<file path="src/rtl/txg_defines.svh">
/*
  Offsets, field positions, reset values and limits of the
  transmit gain and interpolation block.
  Assumes 7-bit register addresses and a 100 MHz core clock.
*/
`ifndef TXG_DEFINES_SVH
`define TXG_DEFINES_SVH

// ----------------------------------------------------------------
// register offsets
// ----------------------------------------------------------------
`define TXG_OFS_ATTEN   7'h0A
`define TXG_OFS_PORTSEL 7'h0B
`define TXG_OFS_INTERP  7'h0C
`define TXG_OFS_ROUTE   7'h0E
`define TXG_OFS_MIRROR1 7'h10
`define TXG_OFS_MIRROR2 7'h11
`define TXG_OFS_OFFSET  7'h12

// ----------------------------------------------------------------
// field positions
// ----------------------------------------------------------------
`define TXG_BIT_SPI_EN   6
`define TXG_BIT_SEL_TX   6
`define TXG_BIT_SEL_RX   5
`define TXG_BIT_ROUTE    0
`define TXG_BIT_MIR_EN   7
`define TXG_INTERP_HI    7
`define TXG_INTERP_LO    6

// ----------------------------------------------------------------
// reset values and limits
// ----------------------------------------------------------------
`define TXG_RST_ATTEN    8'h00
`define TXG_RST_PORTSEL  8'h00
`define TXG_RST_INTERP   8'h00
`define TXG_RST_ROUTE    8'h00
`define TXG_RST_MIRROR1  8'h44
`define TXG_RST_MIRROR2  8'h00
`define TXG_RST_OFFSET   8'h00
`define TXG_MAX_CODE     6'h27
`define TXG_AMP_STEP     6'h0C
`define TXG_SPI_BITS     5'h10

`endif

</file>
<file path="src/rtl/txg_pkg.sv">
/*
  Types shared by the transmit gain and interpolation block.
  Assumes nothing of its surroundings.
*/
package txg_pkg;

  typedef enum logic [1:0] {
    TXG_X4 = 2'b00,
    TXG_X2 = 2'b01,
    TXG_X1 = 2'b10,
    TXG_XX = 2'b11
  } txg_interp_t;

  typedef struct packed {
    logic [3:0] conv_steps;
    logic [1:0] amp_steps;
  } txg_gain_t;

  typedef struct packed {
    logic [2:0] primary;
    logic [2:0] sec_first;
    logic [2:0] sec_second;
    logic [2:0] sec_third;
  } txg_mirror_t;

  typedef struct packed {
    logic [2:0] secondary;
    logic [2:0] primary;
  } txg_offset_t;

endpackage

</file>
<file path="src/rtl/txg_core.sv">
/*
  Transmit path control: attenuation register, gain port, serial
  register port, sample FIFO and 2x/4x half-band interpolator.
  Assumes all inputs synchronous to clk_i, the serial clock slower
  than a quarter of clk_i, and a converter that pulls dac_ready_i.
*/
`include "txg_defines.svh"
`timescale 1ns/10ps
`default_nettype none

module txg_fifo #(
  parameter int W = 12,
  parameter int D = 32
) (
  input  wire logic         clk_i,
  input  wire logic         resetn_i,
  input  wire logic         in_valid_i,
  output logic              in_ready_o,
  input  wire logic [W-1:0] in_data_i,
  output logic              out_valid_o,
  input  wire logic         out_ready_i,
  output logic      [W-1:0] out_data_o
);
  localparam int AW = $clog2(D);
  logic [W-1:0] mem [0:D-1];
  logic [AW:0]  wp_reg, wp_next, rp_reg, rp_next;
  logic         push, pop;

  assign in_ready_o  = (wp_reg - rp_reg) != (AW+1)'(D);
  assign out_valid_o = wp_reg != rp_reg;
  assign out_data_o  = mem[rp_reg[AW-1:0]];
  assign push        = in_valid_i & in_ready_o;
  assign pop         = out_valid_o & out_ready_i;

  always_comb
  begin
    wp_next = push ? wp_reg + 1'b1 : wp_reg;
    rp_next = pop ? rp_reg + 1'b1 : rp_reg;
  end

  always_ff @(posedge clk_i)
  begin
    if (!resetn_i)
    begin
      wp_reg <= '0;
      rp_reg <= '0;
    end
    else
    begin
      wp_reg <= wp_next;
      rp_reg <= rp_next;
    end
    if (push)
      mem[wp_reg[AW-1:0]] <= in_data_i;
  end
endmodule

module txg_halfband #(
  parameter int              W    = 12,
  parameter int              TAPS = 43,
  parameter logic [16*((TAPS+1)/4)-1:0] COEF = '0
) (
  input  wire logic         clk_i,
  input  wire logic         resetn_i,
  input  wire logic         in_valid_i,
  output logic              in_ready_o,
  input  wire logic [W-1:0] in_data_i,
  output logic              out_valid_o,
  input  wire logic         out_ready_i,
  output logic      [W-1:0] out_data_o
);
  // odd phase of a half-band: (TAPS+1)/2 nonzero taps, symmetric
  localparam int L = (TAPS+1)/2;
  logic [W-1:0] hist_reg [0:L-1];
  logic [W-1:0] hist_next [0:L-1];
  logic [W-1:0] out_reg, out_next;
  logic         vld_reg, vld_next, odd_reg, odd_next, take;
  logic signed [W+20:0] acc;
  // every operand widened first so the tap product is never cut to 16 bits

  assign in_ready_o  = !vld_reg || (out_ready_i && !odd_reg);
  assign out_valid_o = vld_reg;
  assign out_data_o  = out_reg;
  assign take        = in_valid_i & in_ready_o;

  always_comb
  begin
    acc = '0;
    for (int k = 0; k < L/2; k++)
      acc = acc + (W+21)'(signed'(COEF[16*k +: 16]))
            * ((W+21)'(signed'(hist_reg[k])) + (W+21)'(signed'(hist_reg[L-1-k])));
    hist_next = hist_reg;
    out_next  = out_reg;
    vld_next  = vld_reg;
    odd_next  = odd_reg;
    if (vld_reg && out_ready_i)
    begin
      out_next = acc[W+14:15];
      vld_next = odd_reg;
      odd_next = 1'b0;
    end
    if (take)
    begin
      for (int k = L-1; k > 0; k--)
        hist_next[k] = hist_reg[k-1];
      hist_next[0] = in_data_i;
      out_next     = hist_reg[L/2-1];
      vld_next     = 1'b1;
      odd_next     = 1'b1;
    end
  end

  always_ff @(posedge clk_i)
  begin
    if (!resetn_i)
    begin
      for (int k = 0; k < L; k++)
        hist_reg[k] <= '0;
      out_reg <= '0;
      vld_reg <= 1'b0;
      odd_reg <= 1'b0;
    end
    else
    begin
      hist_reg <= hist_next;
      out_reg  <= out_next;
      vld_reg  <= vld_next;
      odd_reg  <= odd_next;
    end
  end
endmodule

module txg_core #(
  parameter int         W        = 12,
  parameter int         DEPTH    = 32,
  parameter logic [2:0] DEF_PRIM = 3'h4,
  parameter logic [2:0] DEF_S1   = 3'h4,
  parameter logic [2:0] DEF_S2   = 3'h4,
  parameter logic [2:0] DEF_S3   = 3'h3
) (
  // clock and reset
  input  wire logic            clk_i,
  input  wire logic            resetn_i,
  // serial register port
  input  wire logic            spi_sclk_i,
  input  wire logic            spi_csn_i,
  input  wire logic            spi_sdi_i,
  output logic                 spi_sdo_o,
  output logic                 spi_sdo_oe_o,
  // parallel gain port
  input  wire logic [5:0]      gain_port_i,
  output logic [5:0]           rx_gain_stage_o,
  output logic                 rx_gain_stage_load_o,
  // transmit samples
  input  wire logic            tx_valid_i,
  output logic                 tx_ready_o,
  input  wire logic [W-1:0]    tx_data_i,
  input  wire logic            tx_enable_i,
  // converter side
  output logic                 dac_valid_o,
  input  wire logic            dac_ready_i,
  output logic [W-1:0]         dac_data_o,
  output txg_pkg::txg_gain_t   tx_gain_o,
  output logic                 converter_direct_o,
  output logic                 current_amplifier_en_o,
  output txg_pkg::txg_mirror_t mirror_o,
  output txg_pkg::txg_offset_t offset_current_o,
  // half-duplex power-down
  input  wire logic            hd_pd_en_i,
  input  wire logic [7:0]      pd_delay_i,
  output logic                 tx_converter_pd_o,
  output logic                 current_amplifier_pd_o
);
  // ----------------------------------------------------------------
  // helpers
  // ----------------------------------------------------------------
  function automatic logic [2:0] clamp3(input logic [2:0] v, input logic [2:0] m);
    clamp3 = (v > m) ? m : v;
  endfunction

  // ----------------------------------------------------------------
  // serial register port
  // ----------------------------------------------------------------
  logic [4:0] cnt_reg, cnt_next;
  logic [15:0] sh_reg, sh_next;
  logic [7:0] osh_reg, osh_next, rdata;
  logic       sclk_reg, rd_reg, rd_next, sdo_reg, sdo_next, oe_reg, oe_next;
  logic       wr, rise, fall;
  logic [6:0] waddr, raddr;
  logic [7:0] wdata;
  logic [7:0] atten_reg, sel_reg, interp_reg, route_reg, m1_reg, m2_reg, off_reg;

  assign rise  = spi_sclk_i & !sclk_reg;
  assign fall  = !spi_sclk_i & sclk_reg;
  // after fifteen rises bit 14 holds the read flag, the address sits below it
  assign waddr = sh_reg[13:7];
  // at the eighth rise the last address bit is still on sdi, not yet shifted
  assign raddr = {sh_reg[5:0], spi_sdi_i};
  assign wdata = {sh_reg[6:0], spi_sdi_i};
  assign wr    = !spi_csn_i && rise && !rd_reg && cnt_reg == `TXG_SPI_BITS - 5'h01;

  always_comb
  begin
    rdata = 8'h00;
    if (raddr == `TXG_OFS_ATTEN)
      rdata = {1'b0, atten_reg[6:0]};
    else if (raddr == `TXG_OFS_PORTSEL)
      rdata = sel_reg;
    else if (raddr == `TXG_OFS_INTERP)
      rdata = interp_reg;
    else if (raddr == `TXG_OFS_ROUTE)
      rdata = route_reg;
    else if (raddr == `TXG_OFS_MIRROR1)
      rdata = m1_reg;
    else if (raddr == `TXG_OFS_MIRROR2)
      rdata = m2_reg;
    else if (raddr == `TXG_OFS_OFFSET)
      rdata = off_reg;
  end

  always_comb
  begin
    cnt_next = cnt_reg;
    sh_next  = sh_reg;
    osh_next = osh_reg;
    rd_next  = rd_reg;
    sdo_next = sdo_reg;
    oe_next  = oe_reg;
    if (spi_csn_i)
    begin
      cnt_next = '0;
      oe_next  = 1'b0;
    end
    else if (rise)
    begin
      sh_next  = {sh_reg[14:0], spi_sdi_i};
      cnt_next = cnt_reg + 5'h01;
      if (cnt_reg == 5'h00)
        rd_next = spi_sdi_i;
      if (cnt_reg == 5'h07)
        osh_next = rdata;
    end
    else if (fall && cnt_reg >= 5'h08 && cnt_reg < `TXG_SPI_BITS)
    begin
      sdo_next = osh_reg[7];
      osh_next = {osh_reg[6:0], 1'b0};
      oe_next  = rd_reg;
    end
  end

  always_ff @(posedge clk_i)
  begin
    if (!resetn_i)
    begin
      cnt_reg  <= '0;
      sh_reg   <= '0;
      osh_reg  <= '0;
      rd_reg   <= 1'b0;
      sdo_reg  <= 1'b0;
      oe_reg   <= 1'b0;
      sclk_reg <= 1'b0;
    end
    else
    begin
      cnt_reg  <= cnt_next;
      sh_reg   <= sh_next;
      osh_reg  <= osh_next;
      rd_reg   <= rd_next;
      sdo_reg  <= sdo_next;
      oe_reg   <= oe_next;
      sclk_reg <= spi_sclk_i;
    end
  end

  assign spi_sdo_o    = sdo_reg;
  assign spi_sdo_oe_o = oe_reg;

  // ----------------------------------------------------------------
  // configuration registers
  // ----------------------------------------------------------------
  logic [7:0] atten_next, sel_next, interp_next, route_next, m1_next, m2_next, off_next;
  logic       wr_atten;

  assign wr_atten = wr && waddr == `TXG_OFS_ATTEN;

  always_comb
  begin
    atten_next  = atten_reg;
    sel_next    = sel_reg;
    interp_next = interp_reg;
    route_next  = route_reg;
    m1_next     = m1_reg;
    m2_next     = m2_reg;
    off_next    = off_reg;
    if (sel_reg[`TXG_BIT_SEL_TX])
      atten_next[5:0] = gain_port_i;
    if (wr_atten)
    begin
      atten_next[`TXG_BIT_SPI_EN] = wdata[`TXG_BIT_SPI_EN];
      if (wdata[`TXG_BIT_SPI_EN])
        atten_next[5:0] = wdata[5:0];
    end
    else if (wr && waddr == `TXG_OFS_PORTSEL)
      sel_next = wdata;
    else if (wr && waddr == `TXG_OFS_INTERP)
    begin
      interp_next[5:0] = wdata[5:0];
      if (wdata[7:6] != txg_pkg::TXG_XX)
        interp_next[7:6] = wdata[7:6];
    end
    else if (wr && waddr == `TXG_OFS_ROUTE)
      route_next = wdata;
    else if (wr && waddr == `TXG_OFS_MIRROR1)
      m1_next = wdata;
    else if (wr && waddr == `TXG_OFS_MIRROR2)
      m2_next = wdata;
    else if (wr && waddr == `TXG_OFS_OFFSET)
      off_next = wdata;
  end

  always_ff @(posedge clk_i)
  begin
    if (!resetn_i)
    begin
      atten_reg  <= `TXG_RST_ATTEN;
      sel_reg    <= `TXG_RST_PORTSEL;
      interp_reg <= `TXG_RST_INTERP;
      route_reg  <= `TXG_RST_ROUTE;
      m1_reg     <= `TXG_RST_MIRROR1;
      m2_reg     <= `TXG_RST_MIRROR2;
      off_reg    <= `TXG_RST_OFFSET;
    end
    else
    begin
      atten_reg  <= atten_next;
      sel_reg    <= sel_next;
      interp_reg <= interp_next;
      route_reg  <= route_next;
      m1_reg     <= m1_next;
      m2_reg     <= m2_next;
      off_reg    <= off_next;
    end
  end

  // receive gain register lives elsewhere; the port feeds it while selected
  assign rx_gain_stage_o      = gain_port_i;
  assign rx_gain_stage_load_o = sel_reg[`TXG_BIT_SEL_RX];

  // ----------------------------------------------------------------
  // gain mapping and current mirrors
  // ----------------------------------------------------------------
  logic [5:0] code;

  always_comb
  begin
    code = (atten_reg[5:0] > `TXG_MAX_CODE) ? `TXG_MAX_CODE : atten_reg[5:0];
    if (route_reg[`TXG_BIT_ROUTE])
    begin
      tx_gain_o.conv_steps = atten_reg[3:0];
      tx_gain_o.amp_steps  = 2'h0;
    end
    else if (code >= 2'h2 * `TXG_AMP_STEP)
    begin
      // converter 0..15 half-dB steps, amplifier 6 dB steps on top
      tx_gain_o.amp_steps  = 2'h2;
      tx_gain_o.conv_steps = 4'(code - 2'h2 * `TXG_AMP_STEP);
    end
    else if (code >= `TXG_AMP_STEP)
    begin
      tx_gain_o.amp_steps  = 2'h1;
      tx_gain_o.conv_steps = 4'(code - `TXG_AMP_STEP);
    end
    else
    begin
      tx_gain_o.amp_steps  = 2'h0;
      tx_gain_o.conv_steps = code[3:0];
    end
    if (m1_reg[`TXG_BIT_MIR_EN])
    begin
      mirror_o.primary    = clamp3(m1_reg[2:0], 3'h4);
      mirror_o.sec_first  = clamp3(m1_reg[6:4], 3'h4);
      mirror_o.sec_second = clamp3(m2_reg[6:4], 3'h6);
      mirror_o.sec_third  = clamp3(m2_reg[2:0], 3'h5);
    end
    else
    begin
      mirror_o.primary    = DEF_PRIM;
      mirror_o.sec_first  = DEF_S1;
      mirror_o.sec_second = DEF_S2;
      mirror_o.sec_third  = DEF_S3;
    end
  end

  assign converter_direct_o     = route_reg[`TXG_BIT_ROUTE];
  assign current_amplifier_en_o = !route_reg[`TXG_BIT_ROUTE] && !current_amplifier_pd_o;
  assign offset_current_o       = {off_reg[6:4], off_reg[2:0]};

  // ----------------------------------------------------------------
  // sample path: FIFO, interpolator, bypass
  // ----------------------------------------------------------------
  logic         f_vld, f_rdy, s1_vld, s1_rdy, s1_ordy, s2_vld, s2_rdy;
  logic [W-1:0] f_dat, s1_dat, s2_dat;
  txg_pkg::txg_interp_t mode;

  assign mode = txg_pkg::txg_interp_t'(interp_reg[7:6]);

  txg_fifo #(.W(W), .D(DEPTH)) u_fifo (
    .clk_i       (clk_i),
    .resetn_i    (resetn_i),
    .in_valid_i  (tx_valid_i),
    .in_ready_o  (tx_ready_o),
    .in_data_i   (tx_data_i),
    .out_valid_o (f_vld),
    .out_ready_i (f_rdy),
    .out_data_o  (f_dat)
  );

  // tap lengths fix the group delay of each stage
  txg_halfband #(.W(W), .TAPS(43), .COEF({16'h4000, 160'h0})) u_hb1 (
    .clk_i       (clk_i),
    .resetn_i    (resetn_i),
    .in_valid_i  (f_vld && mode != txg_pkg::TXG_X1),
    .in_ready_o  (s1_rdy),
    .in_data_i   (f_dat),
    .out_valid_o (s1_vld),
    .out_ready_i (s1_ordy),
    .out_data_o  (s1_dat)
  );

  txg_halfband #(.W(W), .TAPS(11), .COEF({16'h4000, 32'h0})) u_hb2 (
    .clk_i       (clk_i),
    .resetn_i    (resetn_i),
    .in_valid_i  (s1_vld && mode == txg_pkg::TXG_X4),
    .in_ready_o  (s2_rdy),
    .in_data_i   (s1_dat),
    .out_valid_o (s2_vld),
    .out_ready_i (dac_ready_i),
    .out_data_o  (s2_dat)
  );

  always_comb
  begin
    f_rdy       = s1_rdy;
    s1_ordy     = (mode == txg_pkg::TXG_X4) ? s2_rdy : dac_ready_i;
    dac_valid_o = s2_vld;
    dac_data_o  = s2_dat;
    if (mode == txg_pkg::TXG_X1)
    begin
      f_rdy       = dac_ready_i;
      dac_valid_o = f_vld;
      dac_data_o  = f_dat;
    end
    else if (mode == txg_pkg::TXG_X2)
    begin
      dac_valid_o = s1_vld;
      dac_data_o  = s1_dat;
    end
  end

  // ----------------------------------------------------------------
  // half-duplex power-down
  // ----------------------------------------------------------------
  logic [7:0] pd_cnt_reg, pd_cnt_next;
  logic       pd_reg, pd_next, busy;

  // samples still inside the filter hold the converter up
  assign busy = f_vld | s1_vld | s2_vld;

  always_comb
  begin
    pd_cnt_next = pd_cnt_reg;
    pd_next     = pd_reg;
    if (tx_enable_i || !hd_pd_en_i || busy)
    begin
      pd_cnt_next = 8'h00;
      pd_next     = 1'b0;
    end
    else if (pd_cnt_reg == pd_delay_i)
      pd_next = 1'b1;
    else
      pd_cnt_next = pd_cnt_reg + 8'h01;
  end

  always_ff @(posedge clk_i)
  begin
    if (!resetn_i)
    begin
      pd_cnt_reg <= 8'h00;
      pd_reg     <= 1'b0;
    end
    else
    begin
      pd_cnt_reg <= pd_cnt_next;
      pd_reg     <= pd_next;
    end
  end

  assign tx_converter_pd_o      = pd_reg;
  assign current_amplifier_pd_o = pd_reg;
endmodule

`default_nettype wire

</file>
<file path="config.mk">
export PLATFORM = sky130hd
export DESIGN_NAME = txg_core
export DESIGN_NICKNAME = d
export VERILOG_FILES = /design/src/rtl/txg_pkg.sv /design/src/rtl/txg_core.sv
export VERILOG_INCLUDE_DIRS = /design/src /design/src/rtl
export SDC_FILE = /design/constraint.sdc
export NUM_CORES = 1
export LEC_CHECK = 0
export ABC_AREA = 0
export BUFFER_PORTS_ARGS = -buffer_cell sky130_fd_sc_hd__buf_2
export CORE_MARGIN = 2
export CORE_UTILIZATION = 55
export DETAILED_ROUTE_END_ITERATION = 6
export GPL_ROUTABILITY_DRIVEN = 0
export PLACE_DENSITY = 0.74
export SYNTH_ARGS = -nofsm -noshare
export SYNTH_HDL_FRONTEND = slang
export SYNTH_HIERARCHICAL = 1
export SYNTH_SLANG_ARGS = --single-unit
</file>
<file path="constraint.sdc">
create_clock -name clk_i -period 8.85 [get_ports clk_i]
set_input_delay 0.4425 -clock clk_i [delete_from_list [all_inputs] [get_ports clk_i]]
set_output_delay 0.4425 -clock clk_i [all_outputs]
set_load 0.05 [all_outputs]
</file>
# Word level (Yosys, flattened, before mapping)
# Memory sizes are Yosys's and may differ from the RTL's. A register that Yosys moved wholly into a read port is not among the register bits.
# Cells that the tools add are included.
[word_totals]
ff_bits = 327
memories = 1
wordCells = 199
ram_bits = 384
in_bits = 35
output_inout_bits = 51
[classes]
n_reduce_logical = 53
bitwise_logic = 17
n_addsub = 9
n_lt_le_gt_ge = 9
eq_ne = 24
mux = 44
[memory_table]
columns = ["name", "depth", "word_bits", "read_ports", "rd_clocked_by_memory_dff", "write_ports", "line_no", "rtl"]
rows = [
  ["u_fifo.mem", 32, 12, 1, 1, 1, "txg_core.sv:25", "logic [W-1:0] mem [0:D-1];"],
]
[ops]
columns = ["operator", "n"]
rows = [
  ["two-way mux 12 bit", 7],
  ["two-way mux 8 bit", 10],
  ["equality test 7 x 4 -> 1 bit, second input constant", 8],
  ["equality test 7 x 5 -> 1 bit, second input constant", 6],
  ["two-way mux 6 bit", 7],
  ["adder 12 x 12 -> 13 bit", 2],
  ["logical AND 1 bit", 19],
  ["two-way mux 1 bit", 14],
  ["adder 6 x 1 -> 6 bit, second input constant", 2],
  ["> comparator 3 bit, second input constant", 4],
  ["two-way mux 3 bit", 4],
  ["AND reduction 3 bit", 4],
  ["logical NOT 1 bit", 11],
  ["two-way mux 5 bit", 2],
  ["NOT 1 bit", 9],
  ["adder 8 x 1 -> 8 bit, second input constant", 1],
  ["equality test 8 bit", 1],
  ["AND reduction 4 bit", 2],
  ["subtractor 4 bit, second input constant", 2],
  ["AND reduction 7 bit", 1],
  ["bitwise AND 1 bit", 6],
  [">= comparator 6 x 4 -> 1 bit, second input constant", 1],
  [">= comparator 6 x 5 -> 1 bit, second input constant", 1],
  ["> comparator 6 bit, second input constant", 1],
  ["other kinds (21)", 31],
]

# Longest topological paths before layout
# Gate-level depths: netlist of the first run.
[depth]
ltp_word = 10
ltp_mapped = 12
ltp_nobuf = 10

# Cells and area by module
# Netlist of the first run, hierarchy kept.
[by_module_without_submodules]
columns = ["mod", "seq_area_each_um2", "n_inst", "area_per_inst_um2", "cells_each"]
rows = [
  ["txg_fifo", 11871.4, 1, 15672.5, 703],
  ["txg_halfband at u_hb1", 3163.0, 1, 6374.9, 762],
  ["txg_core", 1901.8, 1, 5237.5, 630],
  ["txg_halfband at u_hb2", 1241.2, 1, 2768.9, 354],
]

# Worst setup path after synthesis of the first run
# OpenSTA, ideal clock, no wires.
[synth_timing]
path_type = "register -> output"
start = "register (tool-made name)"
end = "output dac_data_o[0]"
t_arrival_ns = 2.516
stages_incl_launch_ff = 9
slack_ns = 5.892
t_required_ns = 8.408
path_buffers = 3
path_cell_list = "dfxtp_1 clkbuf_1 buf_2 clkbuf_1 mux4_2 mux4_2 mux2_2 mux2i_1 a21oi_1"
[synth_lines]
columns = ["element", "line_no", "rtl"]
rows = [
  ["to (decl)", "txg_core.sv:162", "output logic [W-1:0] dac_data_o,"],
]

==> results.json, run 1 <==
{
  "grt_pass1_vias": 18800,
  "clock_latency_ns": 0.62,
  "routed_wirelength_mm": 69.4,
  "powerDensity_nw_per_um2": 268,
  "outcome": "complete, no violations",
  "netlist_area_um2": 30100,
  "post_cts_resized": 0,
  "cts_buffers": 73,
  "drt_pass1_iterations": 6,
  "cp.arrival_ns": 4.61,
  "placed_cell_area_um2": 30800,
  "grt_pass1_wl_mm": 107,
  "max_freq_ghz": 0.198,
  "route.vias.total": 19400,
  "setup_slack_ns": 3.79,
  "final-hold-violation-count": 0,
  "floorplan.io_pins": 86,
  "rows": 85,
  "synth_edf_count": 384,
  "synth_seq_cells": 716,
  "register_area_um2": 18200,
  "synthTopCellsByCount": "nand2_1 (484), edfxtp_1 (384), dfxtp_1 (332), a21boi_1 (146), nor2_1 (146)",
  "syn_area_per_cell_um2": 12.3,
  "grtUsageTotal_pct": 24.8,
  "synth.area.top_cells": "edfxtp_1 (38%), dfxtp_1 (22%), mux4_2 (9.0%)",
  "slew_viol_final": 0,
  "syn-num-nets": 2524,
  "max_slew_margin_pct": 18.8,
  "port_buffers": 85,
  "place_inst": 3087,
  "die_w_um": 238,
  "yosysTopAreaCell": "edfxtp_1",
  "clk_pin_slew_worst_paths_ns": 0.06,
  "core_um2": 53900,
  "hpwl_mm": 41.5,
  "cts_tree": "built",
  "async_flop_share_pct": 0,
  "grt_max_degree": 109,
  "numClockSinks": 716,
  "ys_seq_area_share_pct": 60.5,
  "yosys_warnings": 6,
  "nNetsFinal": 2541,
  "drt_iter0_markers": 1946,
  "htreeDepth": 3,
  "drv_cap": 0,
  "multi_input_area_um2": 11100,
  "yosysMostFrequentCell": "nand2_1",
  "setup_viol": 0,
  "vias_per_cell": 6.01,
  "ctsHoldBuffers": 0,
  "crit_path_max_fanout": 36,
  "instances_no_fill": 3223,
  "cts_root_buf": "clkbuf_16",
  "cp-start-kind": "flip-flop",
  "setup_tns_ns": 0,
  "rsz0062_at_grt": "false",
  "crit_required_ns": 8.41,
  "die_h_um": 238,
  "skew_ns": 0.0334,
  "gr-total-overflow": 0,
  "post-route-period-util_pct": 57.1,
  "nFillCells": 4021,
  "hold_path_class": "input port to flip-flop",
  "criticalPathCategory": "flip-flop to output pin",
  "cp-end-kind": "output pin",
  "wire_per_inst_um": 21.5,
  "yosysUniqueCellTypes": 87,
  "die-area_um2": 56500,
  "grt_antenna_before_repair": 7,
  "min_period_ns": 5.06,
  "dp_worst_setup_slack_ns": 4.29,
  "synth_top_flop_cell": "edfxtp_1",
  "p_total_w": 0.00895,
  "initial_utilization_pct": 55.7,
  "post_cts_buffers": 0,
  "drive_above_1_share_pct": 16.6,
  "ant_nets": 0,
  "largest_reg_flops": 384,
  "synth_cells": 2449,
  "worst_pin_slew_ns": 1.22,
  "vdd_drop_max_uv": 352,
  "cts.path.max_buffers": 3,
  "p_leak_nw": 11.5,
  "fin_area_um2": 33400,
  "synth_top_area_share_pct": 38.4,
  "area_growth_pct": 11.2,
  "drc": 0
}
## final timing paths
check                        endpoint                start  cells past startpoint  slack (ns)
hold / removal               sclk_reg           spi_sclk_i                      2        0.10
setup reg to reg  u_hb1/out_data_o[8]        interp_reg[6]                      7        4.86
setup / recovery        dac_data_o[9]            flip-flop                      8        3.79
hold reg to reg   u_hb1/hist_reg[162]  u_hb1/hist_reg[174]                      2        0.44
## metrics by stage
stage	hold slack, ns	util (%)
6_report	0.105	62.0
5_1_grt	0.0928	61.9
4_1_cts	0.0746	61.9
3_5_place_dp	0.442	57.2
3_3_place_gp	0.435	57.2
2_1_floorplan	0.431	-
## metal layers
metal  track usage, %  wire (um)  vias to the layer above
met3             5.77       5290                      161
li1                 -          -                     8908
met2             39.6      33300                      744
met5                0         43                        -
met1             32.7      28200                     9551
met4             10.2       2590                        6
## layout by cell type (no fill, tap or decap), types with 15 or more instances in the layout
cell,instances
a211oi_1,23
a21boi_1,146
a21oi_1,129
and2_1,15
buf_2,84
buf_4,24
clkbuf_16,75
dfxtp_1,328
edfxtp_1,384
ha_1,38
inv_1,30
mux2_2,19
mux2i_1,84
mux4_2,120
nand2_1,484
nand2b_1,18
nand3_1,19
nor2_1,122
nor2_2,24
nor2b_1,23
o21ai_0,44
or3_1,16
xnor2_1,19
## cell families (layout without fill, tap and decap cells)
kind of cell               count (synthesis)  in the layout  synth area share [%]
and+or+nand+nor                          788            788                  11.3
AOI/OAI and AO/OA                        450            450                  10.1
buffers and inverters                    199            275                  2.98
xor gates and xnor gates                  33             33                 0.962
muxes                                    223            223                  12.5
DFF                                      716            716                  60.5
other                                      0              2                     0
adders and majority gates                 40             40                  1.72
## worst max-delay path: stages (launching register included)
cell and delay (ns):
dfxtp_4 0.68, buf_4 0.64, buf_4 0.70, mux4_2 0.60
mux4_2 0.47, mux2_2 0.33, mux2i_1 0.14, a21oi_1 0.11
buf_2 0.24
## power by group
| group | internal [W] | switching [W] |
|---|---|---|
| registers | 0.00368 | 0.000133 |
| clock network | 0.00194 | 0.00128 |
| logic | 0.000614 | 0.00130 |
| total | 0.00624 | 0.00272 |
## cell type report
type                       count  share of cell area, %
antenna                        2                 0.0150
inverter                      33                  0.371
sequential                   716                   54.4
tap                          696                   2.61
clock inverter                41                   1.52
multi-input combinational   1534                   33.1
timing repair buffer         108                   1.80
clock buffer                  93                   6.12
Note: power is estimated with default switching activity, not from simulation.
==> inputs of run 2 (changes only) <==
PLACE_DENSITY = 0.77   (was 0.74)
clock period = 4.1 ns   (was 8.85 ns; I/O delays follow)
==> run 2 against run 1 <==
  * First-iteration DRC count grew 7.1%
  * Core utilization shrank 0.25 points
  * Hold slack lost 0.071 ns
  * Non-clock buffer count grew 8
  * Sequential cell count is the same
  * Register-to-register slack lost 4.8 ns
  * Critical path depth shrank 1
  * Largest power group unchanged
  * Sequential share of layout area grew 0.22 points
  * Critical path type is now flip-flop to flip-flop
  * Clock-buffer cell count grew 11
==> results.json, run 2 (synthesis gave the netlist of run 1 again) <==
{
  "outcome": "complete, no violations",
  "drt_iter0_markers": 2085,
  "hp-start": "spi_csn_i",
  "path_cells": "ha_1 -> and2_1 -> o21a_1 -> a31o_2 -> nor3_2 -> o21ai_1 -> nor2_1",
  "grt_max_degree": 109,
  "final-hold-violation-count": 0,
  "final_common_cell": "nand2_1",
  "gr-total-overflow": 0,
  "antenna_cells": 0,
  "die_h_um": 238,
  "crit_required_ns": 4.32,
  "multi_input_area_um2": 11000,
  "startpoint": "u_fifo/wp_reg[4]",
  "numClockSinks": 716,
  "core_um2": 53900,
  "setup_viol": 0,
  "grt_pass1_vias": 19200,
  "mostFrequentLayoutCells": "nand2_1 (484), edfxtp_1 (384), dfxtp_1 (329)",
  "floorplan.io_pins": 86,
  "vdd_drop_max_uv": 588,
  "nNetsFinal": 2549,
  "die-area_um2": 56500,
  "powerDensity_nw_per_um2": 576,
  "htreeDepth": 3,
  "worst_pin_slew_ns": 1.32,
  "grt_antenna_before_repair": 4,
  "hpwl_mm": 44.2,
  "drive_above_1_share_pct": 15.1,
  "cp-start-kind": "flip-flop",
  "cts_root_buf": "clkbuf_16",
  "p_leak_nw": 11.4,
  "grtUsageTotal_pct": 25.5,
  "rsz0062_at_grt": "false",
  "area_growth_pct": 10.7,
  "cts_tree": "built",
  "port_buffers": 85,
  "placed_cell_area_um2": 30900,
  "post-route-period-util_pct": 97.5,
  "cts_buffers": 73,
  "setup_tns_ns": 0,
  "route.vias.total": 19800,
  "max_slew_margin_pct": 12.0,
  "die_w_um": 238,
  "crit_path_max_fanout": 12,
  "slew_viol_final": 0,
  "fin_area_um2": 33300,
  "crit_slowest_cell": "nor2_1",
  "routed_wirelength_mm": 71.7,
  "register_area_um2": 18200,
  "cp-end-kind": "flip-flop",
  "drt_pass1_iterations": 6,
  "hold_path_class": "input port to flip-flop",
  "worstRegToRegCells": 7,
  "largest_reg_flops": 384,
  "vias_per_cell": 6.14,
  "rows": 85,
  "critPathMaxStageDelay_ns": 1.09,
  "clock_latency_ns": 0.64,
  "drv_cap": 0,
  "whs_path_depth": 3,
  "cp.arrival_ns": 4.22,
  "grt_pass1_wl_mm": 111,
  "min_period_ns": 4.00,
  "post_cts_buffers": 0,
  "max_freq_ghz": 0.250,
  "cts.path.max_buffers": 3,
  "clk_pin_slew_worst_paths_ns": 0.06,
  "drc": 0,
  "nFillCells": 3936,
  "skew_ns": 0.0368,
  "wire_per_inst_um": 22.2,
  "criticalPathCategory": "flip-flop to flip-flop",
  "timing.rr.start": "u_fifo/wp_reg[4]",
  "ant_nets": 0,
  "initial_utilization_pct": 55.7
}
## run 2: through the flow
| stage | setup slack, ns | utilization (%) | total power [W] | cells | hold WS (ns) |
|---|---|---|---|---|---|
| 2_1_floorplan | 1.32 | - | 0.0114 | 2449 | 0.304 |
| 3_3_place_gp | 0.417 | 57.2 | 0.0126 | 3086 | 0.434 |
| 3_5_place_dp | 0.244 | 57.2 | 0.0127 | 3086 | 0.441 |
| 4_1_cts | 0.209 | 61.7 | 0.0192 | 3227 | 0.0170 |
| 5_1_grt | 0.00231 | 61.7 | 0.0199 | 3227 | 0.0632 |
| 6_report | 0.103 | 61.7 | 0.0192 | 3227 | 0.0343 |
## run 2: timing repair
| action | CTS | global route |
|---|---|---|
| endpoints found under the setup margin | 0 | 17 |
| hold endpoints to repair | 15 | 0 |
| gates resized for setup | 0 | 2 |
| hold buffers | 9 | 0 |
## run 2: layer usage
metal  vias up  part of all wire (%)  GRT usage [%]
met5         -                 0.066              0
met2       948                    47           39.7
met4         8                   3.3           9.80
li1       8920                     -              -
met1      9777                    40           34.4
met3       155                   9.9           6.96
## run 2: final timing paths
| check | endpoint | slack [ns] |
|---|---|---|
| min | cnt_reg[1] | 0.03 |
| max reg2reg | u_fifo/mem[29][1] | 0.10 |
| min reg2reg | u_hb1/hist_reg[204] | 0.43 |
| max | u_fifo/mem[29][1] | 0.10 |
## run 2: worst max-delay path, delay by kind of cell (launching register included)
kind / cells / cell delay [ns]
flip-flops: 1 / 0.57
adder cells (fa/ha/maj): 1 / 0.37
AND/OR/NAND/NOR: 3 / 1.73
AO/OA/AOI/OAI: 3 / 0.93
## run 2: power by group
part	leakage, nW	switching [W]	internal, W
Clock	1.14	0.00277	0.00369
Combinational	4.16	0.00303	0.00144
Sequential	6.15	0.000274	0.00796
Total	11.4	0.00607	0.0131
## run 2: layout make-up
type                            instances  share of cell area [%]
Sequential cell                       716                    54.7
Multi-Input combinational cell       1534                    33.1
Clock buffer                          104                    6.27
Tap cell                              696                    2.62
Timing Repair Buffer                  116                    2.28
Clock inverter                         28                   0.707
Inverter                               33                   0.372
